### config.mk
export PLATFORM = sky130hd
export DESIGN_NAME = capture_compare_timer_unit
export DESIGN_NICKNAME = d
export VERILOG_FILES = /design/src/hw/ccu_pkg.sv /design/src/hw/edge_sync.sv /design/src/hw/capture_compare_timer_unit.sv
export SDC_FILE = /design/constraint.sdc
export NUM_CORES = 1
export LEC_CHECK = 0
export BUFFER_PORTS_ARGS = -buffer_cell sky130_fd_sc_hd__buf_2
export CAP_MARGIN = 20
export CORE_MARGIN = 2
export CORE_UTILIZATION = 35
export CTS_BUF_LIST = sky130_fd_sc_hd__clkbuf_4 sky130_fd_sc_hd__clkbuf_8
export CTS_CLUSTER_DIAMETER = 30
export DETAILED_ROUTE_END_ITERATION = 7
export SYNTH_ARGS = -nofsm -noshare
export SYNTH_HDL_FRONTEND = slang
export SYNTH_HIERARCHICAL = 1
export SYNTH_SLANG_ARGS = --single-unit
### constraint.sdc
create_clock -name mclk -period 2.9 [get_ports mclk]
set_input_delay 0.29 -clock mclk [delete_from_list [all_inputs] [get_ports mclk]]
set_output_delay 0.29 -clock mclk [all_outputs]
set_load 0.05 [all_outputs]
### src/hw/ccu_pkg.sv
// Constants for the capture/compare timer unit
// Behaviour
// Counter advances once per prescaled four-clock instruction cycle, wraps after 65536.
// Prescaler offers divide-by-one and divide-by-eight, stretching overflow interval.
// Low four bits of control register select rising or falling edge capture.
// Each selected capture edge sets flag; interrupt raised when enable bit set.
// Software captures rising, then falling for width, then rising for period.
// Mode 1011 raises interrupt and clears counter when counter equals match.
// Mode 1011 match also sets converter go bit when converter enabled.
// Mode 1010 match only raises interrupt; counter keeps running.
// Match value held as low and high byte registers, compared as sixteen bits.
// Capture latches full sixteen-bit count into low and high capture bytes.
package ccu_pkg;
  localparam logic [7:0] OFF_CONTROL = 8'h00;
  localparam logic [7:0] OFF_PRESCALE = 8'h04;
  localparam logic [7:0] OFF_COUNT = 8'h08;
  localparam logic [7:0] OFF_MATCH_LOW = 8'h0C;
  localparam logic [7:0] OFF_MATCH_HIGH = 8'h10;
  localparam logic [7:0] OFF_CAPTURE_LOW = 8'h14;
  localparam logic [7:0] OFF_CAPTURE_HIGH = 8'h18;
  localparam logic [7:0] OFF_STATUS = 8'h1C;
  localparam logic [7:0] OFF_MASK = 8'h20;
  localparam logic [7:0] OFF_CONVERTER = 8'h24;
  localparam logic [3:0] MODE_OFF = 4'h0;
  localparam logic [3:0] MODE_CAPTURE_FALL = 4'h4;
  localparam logic [3:0] MODE_CAPTURE_RISE = 4'h5;
  localparam logic [3:0] MODE_MATCH_ONLY = 4'hA;
  localparam logic [3:0] MODE_SPECIAL_EVENT = 4'hB;
  localparam int STAT_CAPTURE = 0;
  localparam int STAT_MATCH = 1;
  localparam int STAT_OVERFLOW = 2;
  localparam int STAT_WIDTH = 3;
  localparam int CONV_ENABLE = 0;
  localparam int CONV_GO = 1;
  localparam logic [1:0] INSTR_DIV = 2'h3;
  localparam logic [15:0] COUNT_MAX = 16'hFFFF;
  localparam logic [1:0] RESP_OKAY = 2'h0;
  localparam logic [1:0] RESP_SLVERR = 2'h2;
endpackage

### src/hw/edge_sync.sv
`timescale 1ns/1ps
// Three-stage synchroniser with rise/fall detection
module edge_sync (
  input wire logic mclk,
  input wire logic rst,
  input wire logic pinIn,
  output logic rise,
  output logic fall
);
  logic [2:0] stage_reg;
  logic [2:0] stage_next;
  logic level_reg;
  logic level_next;
  logic agree;

  // A change counts only once the second and third stages agree
  always_comb begin
    stage_next = {stage_reg[1:0], pinIn};
    agree = stage_reg[1] == stage_reg[2];
    level_next = agree ? stage_reg[2] : level_reg;
  end

  // Low reset level matches the idle pin, so no false edge after reset
  always_ff @(posedge mclk) begin
    if (rst) begin
      stage_reg <= 3'h0;
      level_reg <= 1'b0;
    end else begin
      stage_reg <= stage_next;
      level_reg <= level_next;
    end
  end

  // First stage feeds only the second
  assign rise = agree & stage_reg[2] & ~level_reg;
  assign fall = agree & ~stage_reg[2] & level_reg;
endmodule

### src/hw/capture_compare_timer_unit.sv
`timescale 1ns/1ps
// Capture/compare unit with prescaled counter and AXI4-Lite registers
module capture_compare_timer_unit (
  input wire logic mclk,
  input wire logic rst,
  input wire logic captureIn,
  input wire logic [7:0] s_axi_awaddr,
  input wire logic s_axi_awvalid,
  output logic s_axi_awready,
  input wire logic [31:0] s_axi_wdata,
  input wire logic [3:0] s_axi_wstrb,
  input wire logic s_axi_wvalid,
  output logic s_axi_wready,
  output logic [1:0] s_axi_bresp,
  output logic s_axi_bvalid,
  input wire logic s_axi_bready,
  input wire logic [7:0] s_axi_araddr,
  input wire logic s_axi_arvalid,
  output logic s_axi_arready,
  output logic [31:0] s_axi_rdata,
  output logic [1:0] s_axi_rresp,
  output logic s_axi_rvalid,
  input wire logic s_axi_rready,
  output logic irq,
  output logic conversionStart
);
  import ccu_pkg::*;

  ////////////////////////////////////////////////////////////////
  logic edgeRise;
  logic edgeFall;

  edge_sync captureSync (
    .mclk(mclk),
    .rst(rst),
    .pinIn(captureIn),
    .rise(edgeRise),
    .fall(edgeFall)
  );

  ////////////////////////////////////////////////////////////////
  logic [3:0] mode_reg, mode_next;
  logic unitEnable_reg, unitEnable_next;
  logic prescale8_reg, prescale8_next;
  logic counterRun_reg, counterRun_next;
  logic [1:0] instr_reg, instr_next;
  logic [2:0] pre_reg, pre_next;
  logic [15:0] count_reg, count_next;
  logic [7:0] matchLow_reg, matchLow_next;
  logic [7:0] matchHigh_reg, matchHigh_next;
  logic [15:0] capture_reg, capture_next;
  logic [3:0] status_reg, status_next;
  logic [3:0] mask_reg, mask_next;
  logic convEnable_reg, convEnable_next;
  logic convGo_reg, convGo_next;
  logic irq_reg, irq_next;
  logic convStart_reg, convStart_next;

  logic awHeld_reg, awHeld_next;
  logic wHeld_reg, wHeld_next;
  logic [7:0] awAddr_reg, awAddr_next;
  logic [31:0] wData_reg, wData_next;
  logic [3:0] wStrb_reg, wStrb_next;
  logic bValid_reg, bValid_next;
  logic [1:0] bResp_reg, bResp_next;
  logic arReady_reg, arReady_next;
  logic rValid_reg, rValid_next;
  logic [31:0] rData_reg, rData_next;
  logic [1:0] rResp_reg, rResp_next;
  logic awReady_reg, awReady_next;
  logic wReady_reg, wReady_next;

  logic tick;
  logic wrap;
  logic matchHit;
  logic captureHit;
  logic doWrite;
  logic [3:0] statusSet;
  logic [3:0] w1c;

  function automatic logic known_offset(input logic [7:0] a);
    case (a)
      OFF_CONTROL, OFF_PRESCALE, OFF_COUNT, OFF_MATCH_LOW, OFF_MATCH_HIGH,
      OFF_CAPTURE_LOW, OFF_CAPTURE_HIGH, OFF_STATUS, OFF_MASK, OFF_CONVERTER:
        known_offset = 1'b1;
      default:
        known_offset = 1'b0;
    endcase
  endfunction

  function automatic logic [7:0] merge_byte(input logic [7:0] old, input logic [31:0] d,
                                            input logic [3:0] s);
    merge_byte = s[0] ? d[7:0] : old;
  endfunction

  ////////////////////////////////////////////////////////////////
  // Timer and capture/compare engine
  always_comb begin
    instr_next = instr_reg;
    pre_next = pre_reg;
    count_next = count_reg;
    capture_next = capture_reg;
    tick = 1'b0;
    if (counterRun_reg) begin
      instr_next = instr_reg + 2'h1;
      if (instr_reg == INSTR_DIV) begin
        pre_next = pre_reg + 3'h1;
        tick = prescale8_reg ? (pre_reg == 3'h7) : 1'b1;
        if (!prescale8_reg) begin
          pre_next = 3'h0;
        end
      end
    end
    wrap = tick && count_reg == COUNT_MAX;
    matchHit = unitEnable_reg && count_reg == {matchHigh_reg, matchLow_reg} && tick &&
               (mode_reg == MODE_MATCH_ONLY || mode_reg == MODE_SPECIAL_EVENT);
    captureHit = unitEnable_reg &&
                 ((mode_reg == MODE_CAPTURE_RISE && edgeRise) ||
                  (mode_reg == MODE_CAPTURE_FALL && edgeFall));
    if (tick) begin
      if (matchHit && mode_reg == MODE_SPECIAL_EVENT) begin
        count_next = 16'h0000;
      end else begin
        count_next = count_reg + 16'h0001;
      end
    end
    if (captureHit) begin
      capture_next = count_reg;
    end
    if (doWrite && awAddr_reg == OFF_COUNT) begin
      count_next = {wStrb_reg[1] ? wData_reg[15:8] : count_reg[15:8],
                    wStrb_reg[0] ? wData_reg[7:0] : count_reg[7:0]};
    end
  end

  ////////////////////////////////////////////////////////////////
  // AXI4-Lite slave, one write and one read at a time
  always_comb begin
    awHeld_next = awHeld_reg;
    wHeld_next = wHeld_reg;
    awAddr_next = awAddr_reg;
    wData_next = wData_reg;
    wStrb_next = wStrb_reg;
    bValid_next = bValid_reg;
    bResp_next = bResp_reg;
    doWrite = 1'b0;
    if (s_axi_awvalid && !awHeld_reg && !bValid_reg) begin
      awHeld_next = 1'b1;
      awAddr_next = s_axi_awaddr;
    end
    if (s_axi_wvalid && !wHeld_reg && !bValid_reg) begin
      wHeld_next = 1'b1;
      wData_next = s_axi_wdata;
      wStrb_next = s_axi_wstrb;
    end
    if (awHeld_reg && wHeld_reg) begin
      doWrite = known_offset(awAddr_reg);
      awHeld_next = 1'b0;
      wHeld_next = 1'b0;
      bValid_next = 1'b1;
      bResp_next = known_offset(awAddr_reg) ? RESP_OKAY : RESP_SLVERR;
    end
    if (bValid_reg && s_axi_bready) begin
      bValid_next = 1'b0;
    end
    awReady_next = !awHeld_next && !bValid_next;
    wReady_next = !wHeld_next && !bValid_next;
  end

  always_comb begin
    arReady_next = 1'b0;
    rValid_next = rValid_reg;
    rData_next = rData_reg;
    rResp_next = rResp_reg;
    if (rValid_reg && s_axi_rready) begin
      rValid_next = 1'b0;
    end
    if (s_axi_arvalid && !arReady_reg && !rValid_reg) begin
      arReady_next = 1'b1;
      rValid_next = 1'b1;
      rResp_next = known_offset(s_axi_araddr) ? RESP_OKAY : RESP_SLVERR;
      case (s_axi_araddr)
        OFF_CONTROL: rData_next = {26'h0, unitEnable_reg, 1'b0, mode_reg};
        OFF_PRESCALE: rData_next = {30'h0, counterRun_reg, prescale8_reg};
        OFF_COUNT: rData_next = {16'h0, count_reg};
        OFF_MATCH_LOW: rData_next = {24'h0, matchLow_reg};
        OFF_MATCH_HIGH: rData_next = {24'h0, matchHigh_reg};
        OFF_CAPTURE_LOW: rData_next = {24'h0, capture_reg[7:0]};
        OFF_CAPTURE_HIGH: rData_next = {24'h0, capture_reg[15:8]};
        OFF_STATUS: rData_next = {28'h0, status_reg};
        OFF_MASK: rData_next = {28'h0, mask_reg};
        OFF_CONVERTER: rData_next = {30'h0, convGo_reg, convEnable_reg};
        default: rData_next = 32'h0;
      endcase
    end
  end

  ////////////////////////////////////////////////////////////////
  // Control registers, flags and interrupt
  always_comb begin
    mode_next = mode_reg;
    unitEnable_next = unitEnable_reg;
    prescale8_next = prescale8_reg;
    counterRun_next = counterRun_reg;
    matchLow_next = matchLow_reg;
    matchHigh_next = matchHigh_reg;
    mask_next = mask_reg;
    convEnable_next = convEnable_reg;
    convGo_next = convGo_reg;
    w1c = 4'h0;
    if (doWrite && wStrb_reg[0]) begin
      case (awAddr_reg)
        OFF_CONTROL: begin
          mode_next = wData_reg[3:0];
          unitEnable_next = wData_reg[5];
        end
        OFF_PRESCALE: begin
          prescale8_next = wData_reg[0];
          counterRun_next = wData_reg[1];
        end
        OFF_MATCH_LOW: matchLow_next = merge_byte(matchLow_reg, wData_reg, wStrb_reg);
        OFF_MATCH_HIGH: matchHigh_next = merge_byte(matchHigh_reg, wData_reg, wStrb_reg);
        OFF_STATUS: w1c = wData_reg[3:0];
        OFF_MASK: mask_next = wData_reg[3:0];
        OFF_CONVERTER: begin
          convEnable_next = wData_reg[CONV_ENABLE];
          convGo_next = wData_reg[CONV_GO];
        end
        default: begin
        end
      endcase
    end
    // Go bit set by special event wins over a same-cycle software write
    if (matchHit && mode_reg == MODE_SPECIAL_EVENT && convEnable_next) begin
      convGo_next = 1'b1;
    end
    convStart_next = matchHit && mode_reg == MODE_SPECIAL_EVENT && convEnable_next;
    statusSet = 4'h0;
    statusSet[STAT_CAPTURE] = captureHit;
    statusSet[STAT_MATCH] = matchHit;
    statusSet[STAT_OVERFLOW] = wrap;
    statusSet[STAT_WIDTH] = 1'b0;
    // Set wins over write-one-to-clear
    status_next = (status_reg & ~w1c) | statusSet;
    irq_next = |(status_next & mask_next);
  end

  always_ff @(posedge mclk) begin
    if (rst) begin
      mode_reg <= MODE_OFF;
      unitEnable_reg <= 1'b0;
      prescale8_reg <= 1'b0;
      counterRun_reg <= 1'b0;
      instr_reg <= 2'h0;
      pre_reg <= 3'h0;
      count_reg <= 16'h0000;
      matchLow_reg <= 8'h00;
      matchHigh_reg <= 8'h00;
      capture_reg <= 16'h0000;
      status_reg <= 4'h0;
      mask_reg <= 4'h0;
      convEnable_reg <= 1'b0;
      convGo_reg <= 1'b0;
      irq_reg <= 1'b0;
      convStart_reg <= 1'b0;
      awHeld_reg <= 1'b0;
      wHeld_reg <= 1'b0;
      awAddr_reg <= 8'h00;
      wData_reg <= 32'h0;
      wStrb_reg <= 4'h0;
      bValid_reg <= 1'b0;
      bResp_reg <= RESP_OKAY;
      arReady_reg <= 1'b0;
      rValid_reg <= 1'b0;
      rData_reg <= 32'h0;
      rResp_reg <= RESP_OKAY;
      awReady_reg <= 1'b1;
      wReady_reg <= 1'b1;
    end else begin
      mode_reg <= mode_next;
      unitEnable_reg <= unitEnable_next;
      prescale8_reg <= prescale8_next;
      counterRun_reg <= counterRun_next;
      instr_reg <= instr_next;
      pre_reg <= pre_next;
      count_reg <= count_next;
      matchLow_reg <= matchLow_next;
      matchHigh_reg <= matchHigh_next;
      capture_reg <= capture_next;
      status_reg <= status_next;
      mask_reg <= mask_next;
      convEnable_reg <= convEnable_next;
      convGo_reg <= convGo_next;
      irq_reg <= irq_next;
      convStart_reg <= convStart_next;
      awHeld_reg <= awHeld_next;
      wHeld_reg <= wHeld_next;
      awAddr_reg <= awAddr_next;
      wData_reg <= wData_next;
      wStrb_reg <= wStrb_next;
      bValid_reg <= bValid_next;
      bResp_reg <= bResp_next;
      arReady_reg <= arReady_next;
      rValid_reg <= rValid_next;
      rData_reg <= rData_next;
      rResp_reg <= rResp_next;
      awReady_reg <= awReady_next;
      wReady_reg <= wReady_next;
    end
  end

  // Ready is held low while a word is parked, stalling the master
  assign s_axi_awready = awReady_reg;
  assign s_axi_wready = wReady_reg;

  assign s_axi_bvalid = bValid_reg;
  assign s_axi_bresp = bResp_reg;
  assign s_axi_arready = arReady_reg;
  assign s_axi_rvalid = rValid_reg;
  assign s_axi_rdata = rData_reg;
  assign s_axi_rresp = rResp_reg;
  assign irq = irq_reg;
  assign conversionStart = convStart_reg;
endmodule

==> summary.txt <==
Timing
  – Fmax: slightly above 0.4 GHz
  – Worst-Margin Slew: ~0.7 ns
  – Unrepaired setup endpoints after global routing: false
  – Tmin final: between 2 and 2.5 ns
  – Period utilization: 85.7%
  – Setup TNS: 0 ns
  – Final Setup Violations: 0
  – Slew HR: 54.0%
  – Fin. max-slew vios: 0
  – Final Hold Vio Count: 0
  – Worst Skew: 0.0104 ns

Clocking
  – Post_cts resized: 0
  – Sink Count: about 130
  – Clock-pin slew on the worst setup and hold paths: approximately 0.070 ns
  – CTS tree: built
  – Number of H-tree levels: 4
  – Post-CTS Setup Bufs: 0
  – Hold_buf cts: 0
  – Total CTS buffers: 17
  – Clock Tree Root: clkbuf_8
  – Worst-Skew Late Latency: approximately 0.45 ns
  – CTS max path bufs: 2

Cells and area
  – Layout cells sized above 1: about 17%
  – Post-layout util: slightly above 40%
  – Multi-input logic area: about 0.0032 sq mm
  – Fillers: roughly 1800
  – FF+latch area: 0.00254 sq mm
  – Area Growth Syn to Fin: 14.8%
  – Layout Nets: between 800 and 900
  – Most frequent cells in the layout: dfxtp_1 (127), nand2_1 (122), nor2_1 (85)
  – Most common cell after layout, fill and taps aside: dfxtp_1
  – N_diodes: 0

Logic synthesis
  – Top cell type's share of synthesized area: 41.9%
  – Mapped Cells: between 700 and 800
  – Yosys cell types: 61
  – Sequential cell area fraction in the yosys report: a little over two fifths
  – Synth top area cells: dfxtp_1 (42%), nand2_1 (7.5%), mux2i_1 (6.6%), a21oi_1 (5.5%), nor2_1 (5.3%)
  – Mapped cell area: a little over 0.006 sq mm
  – Post-synth ARST share: 0%
  – Post-synth EDFFs: 0
  – Main flop type after synthesis: dfxtp_1
  – Synthesized area per cell: just over 8 sq um
  – Yosys reg bits: roughly 130
  – Area leader, netlist: dfxtp_1
  – Synthesis Warnings: 6

Power
  – Clock power share: 42.4%
  – Lkg Pwr: ~2.7 nW
  – Switching share of power: between 20% and 30%
  – Sequential power share: a little under 50%
  – Comb pwr share: a little under a tenth
  – Net Sw Power: about 980 uW
  – Internal Power: approximately 2.9 mW
  – PD cells: between 500 and 600 mW/mm^2
  – Peak supply drop: 0.000322 V

Critical path
  – CP endpoint kind: register
  – Crit-path cells: or4b_4, or3_1, mux2i_4, nor4_1, o21ai_0, a21oi_1
  – CP max FO: 15
  – CP Buf/Inv Count: 0
  – Crit-path leading delay family: simple AND/OR/NAND/NOR gates
  – Critical path arrival: 2.79 ns
  – Max incr delay on CP: approximately 0.53 ns
  – Worst path slowest cell: or3_1
  – Crit path launch type: register
  – Crit Path Class: reg -> reg
  – CP required: ~3.2 ns

Min path
  – Min-Delay Path Class: in -> reg

GRT
  – Initial antenna violation count: 0
  – Largest net degree at the start of global routing: 62
  – GRT overflow: 0
  – Vias in the first global route: 4931
  – GRT Overall Usage: 18.2%
  – First-pass GRT wire length: about 26000 microns

Detailed routing
  – WL per Instance: approximately 16 microns
  – Remaining DRCs: 0
  – First-pass DRT Iterations: 5
  – Post-route ant nets: 0
  – Routed Wire Length: roughly 16000 microns
  – Initial DRC count: 398
  – Vias: 5270
  – Routed vias/inst: about 5.1

Floorplan
  – # rows: 48
  – Die area: between 0.015 and 0.02 sq mm
  – Chip width: 136 microns
  – Core area: 0.0171 sq mm
  – Die H: 136 microns
  – Initial Utilization: a little over a third
  – # IOs: just over 100

Flow run
  – Max-Cap Viols: 0

Status
  – Status: completed

Placed design
  – Dpl hpwl: approximately 12000 microns
  – Gp weighted congestion: between 0.8 and 0.9
  – # port buffers: 66
[metal layers]
layer / GRT usage, % / part of all wire, % / vias to the layer above
met2: 26.4 / 42 / 170
met3: 4.26 / 5.5 / 28
met5: 0 / 0 / -
li1: - / - / 2669
met4: 6.83 / 2.3 / 0
met1: 26.0 / 50 / 2403
[worst reg2reg max path, delay by kind of cell (launching register included)]
| family | cells | cell delay [ns] |
|---|---|---|
| muxes | 1 | 0.50 |
| AOI/OAI and AO/OA | 2 | 0.25 |
| and+or+nand+nor | 3 | 1.13 |
| DFF | 1 | 0.47 |
[logic make-up after synthesis]
kind of cell | count (synthesis) | synth area share [%]
flops | 127 | 41.9
fa+ha+maj | 6 | 1.24
simple gates | 318 | 24.5
buf+inv | 81 | 6.57
mux | 47 | 8.26
other cells | 1 | 0.0618
xor+xnor | 18 | 2.60
compound gates | 147 | 14.8
[through the flow]
stage               total power, mW  std cells  hold WS [ns]  setup WS (ns)  cell area [sq um]
global placement               2.26       1003         0.426          0.469               6550
floorplan                      2.17        762         0.357          0.740               6130
global route                   4.02       1034        0.0519          0.257               6970
finish                         3.86       1034        0.0454          0.415               6970
CTS                            3.90       1034        0.0180          0.445               6970
detailed placement             2.26       1003         0.424          0.470               6550
[path summary, 6_finish.rpt]
check                                                         start                             endpoint  slack, ns  cells after the start
worst max-delay path                     awAddr_reg[3]$_SDFFE_PP0P_            count_reg[5]$_SDFFE_PP0P_       0.42                      6
worst min-delay path                                      captureIn  captureSync/stage_reg[0]$_SDFF_PP0_       0.05                      2
worst min register to register  captureSync/stage_reg[0]$_SDFF_PP0_  captureSync/stage_reg[1]$_SDFF_PP0_       0.44                      1
worst max register to register           awAddr_reg[3]$_SDFFE_PP0P_            count_reg[5]$_SDFFE_PP0P_       0.42                      6
[power by group through the flow]
stage / registers (mW) / logic [mW] / clock network [mW]
floorplan: 1.88 / 0.288 / 0
global placement: 1.90 / 0.358 / 0
detailed placement: 1.90 / 0.359 / 0
CTS: 1.86 / 0.360 / 1.68
global route: 1.87 / 0.394 / 1.75
finish: 1.86 / 0.359 / 1.64
[cell usage after synthesis, drive strengths merged, types with 9 or more instances]
cell type / number
xnor2: 17
nor2: 85
clkbuf: 38
inv: 12
and2: 9
a21oi: 68
buf: 30
nor3: 13
mux2i: 41
nand3: 22
nand4: 17
nor4: 10
dfxtp: 127
o21ai: 27
a22oi: 22
nand2: 122
[layout make-up]
class | count | area share (%)
multi-input cells | 554 | 45.8
inverters | 13 | 0.700
clock inverters | 6 | 1.51
clock buffers | 25 | 4.58
repair buffers | 84 | 6.89
flip-flops and latches | 127 | 36.5
well taps | 225 | 4.04
Note: power is estimated with default switching activity, not from simulation.
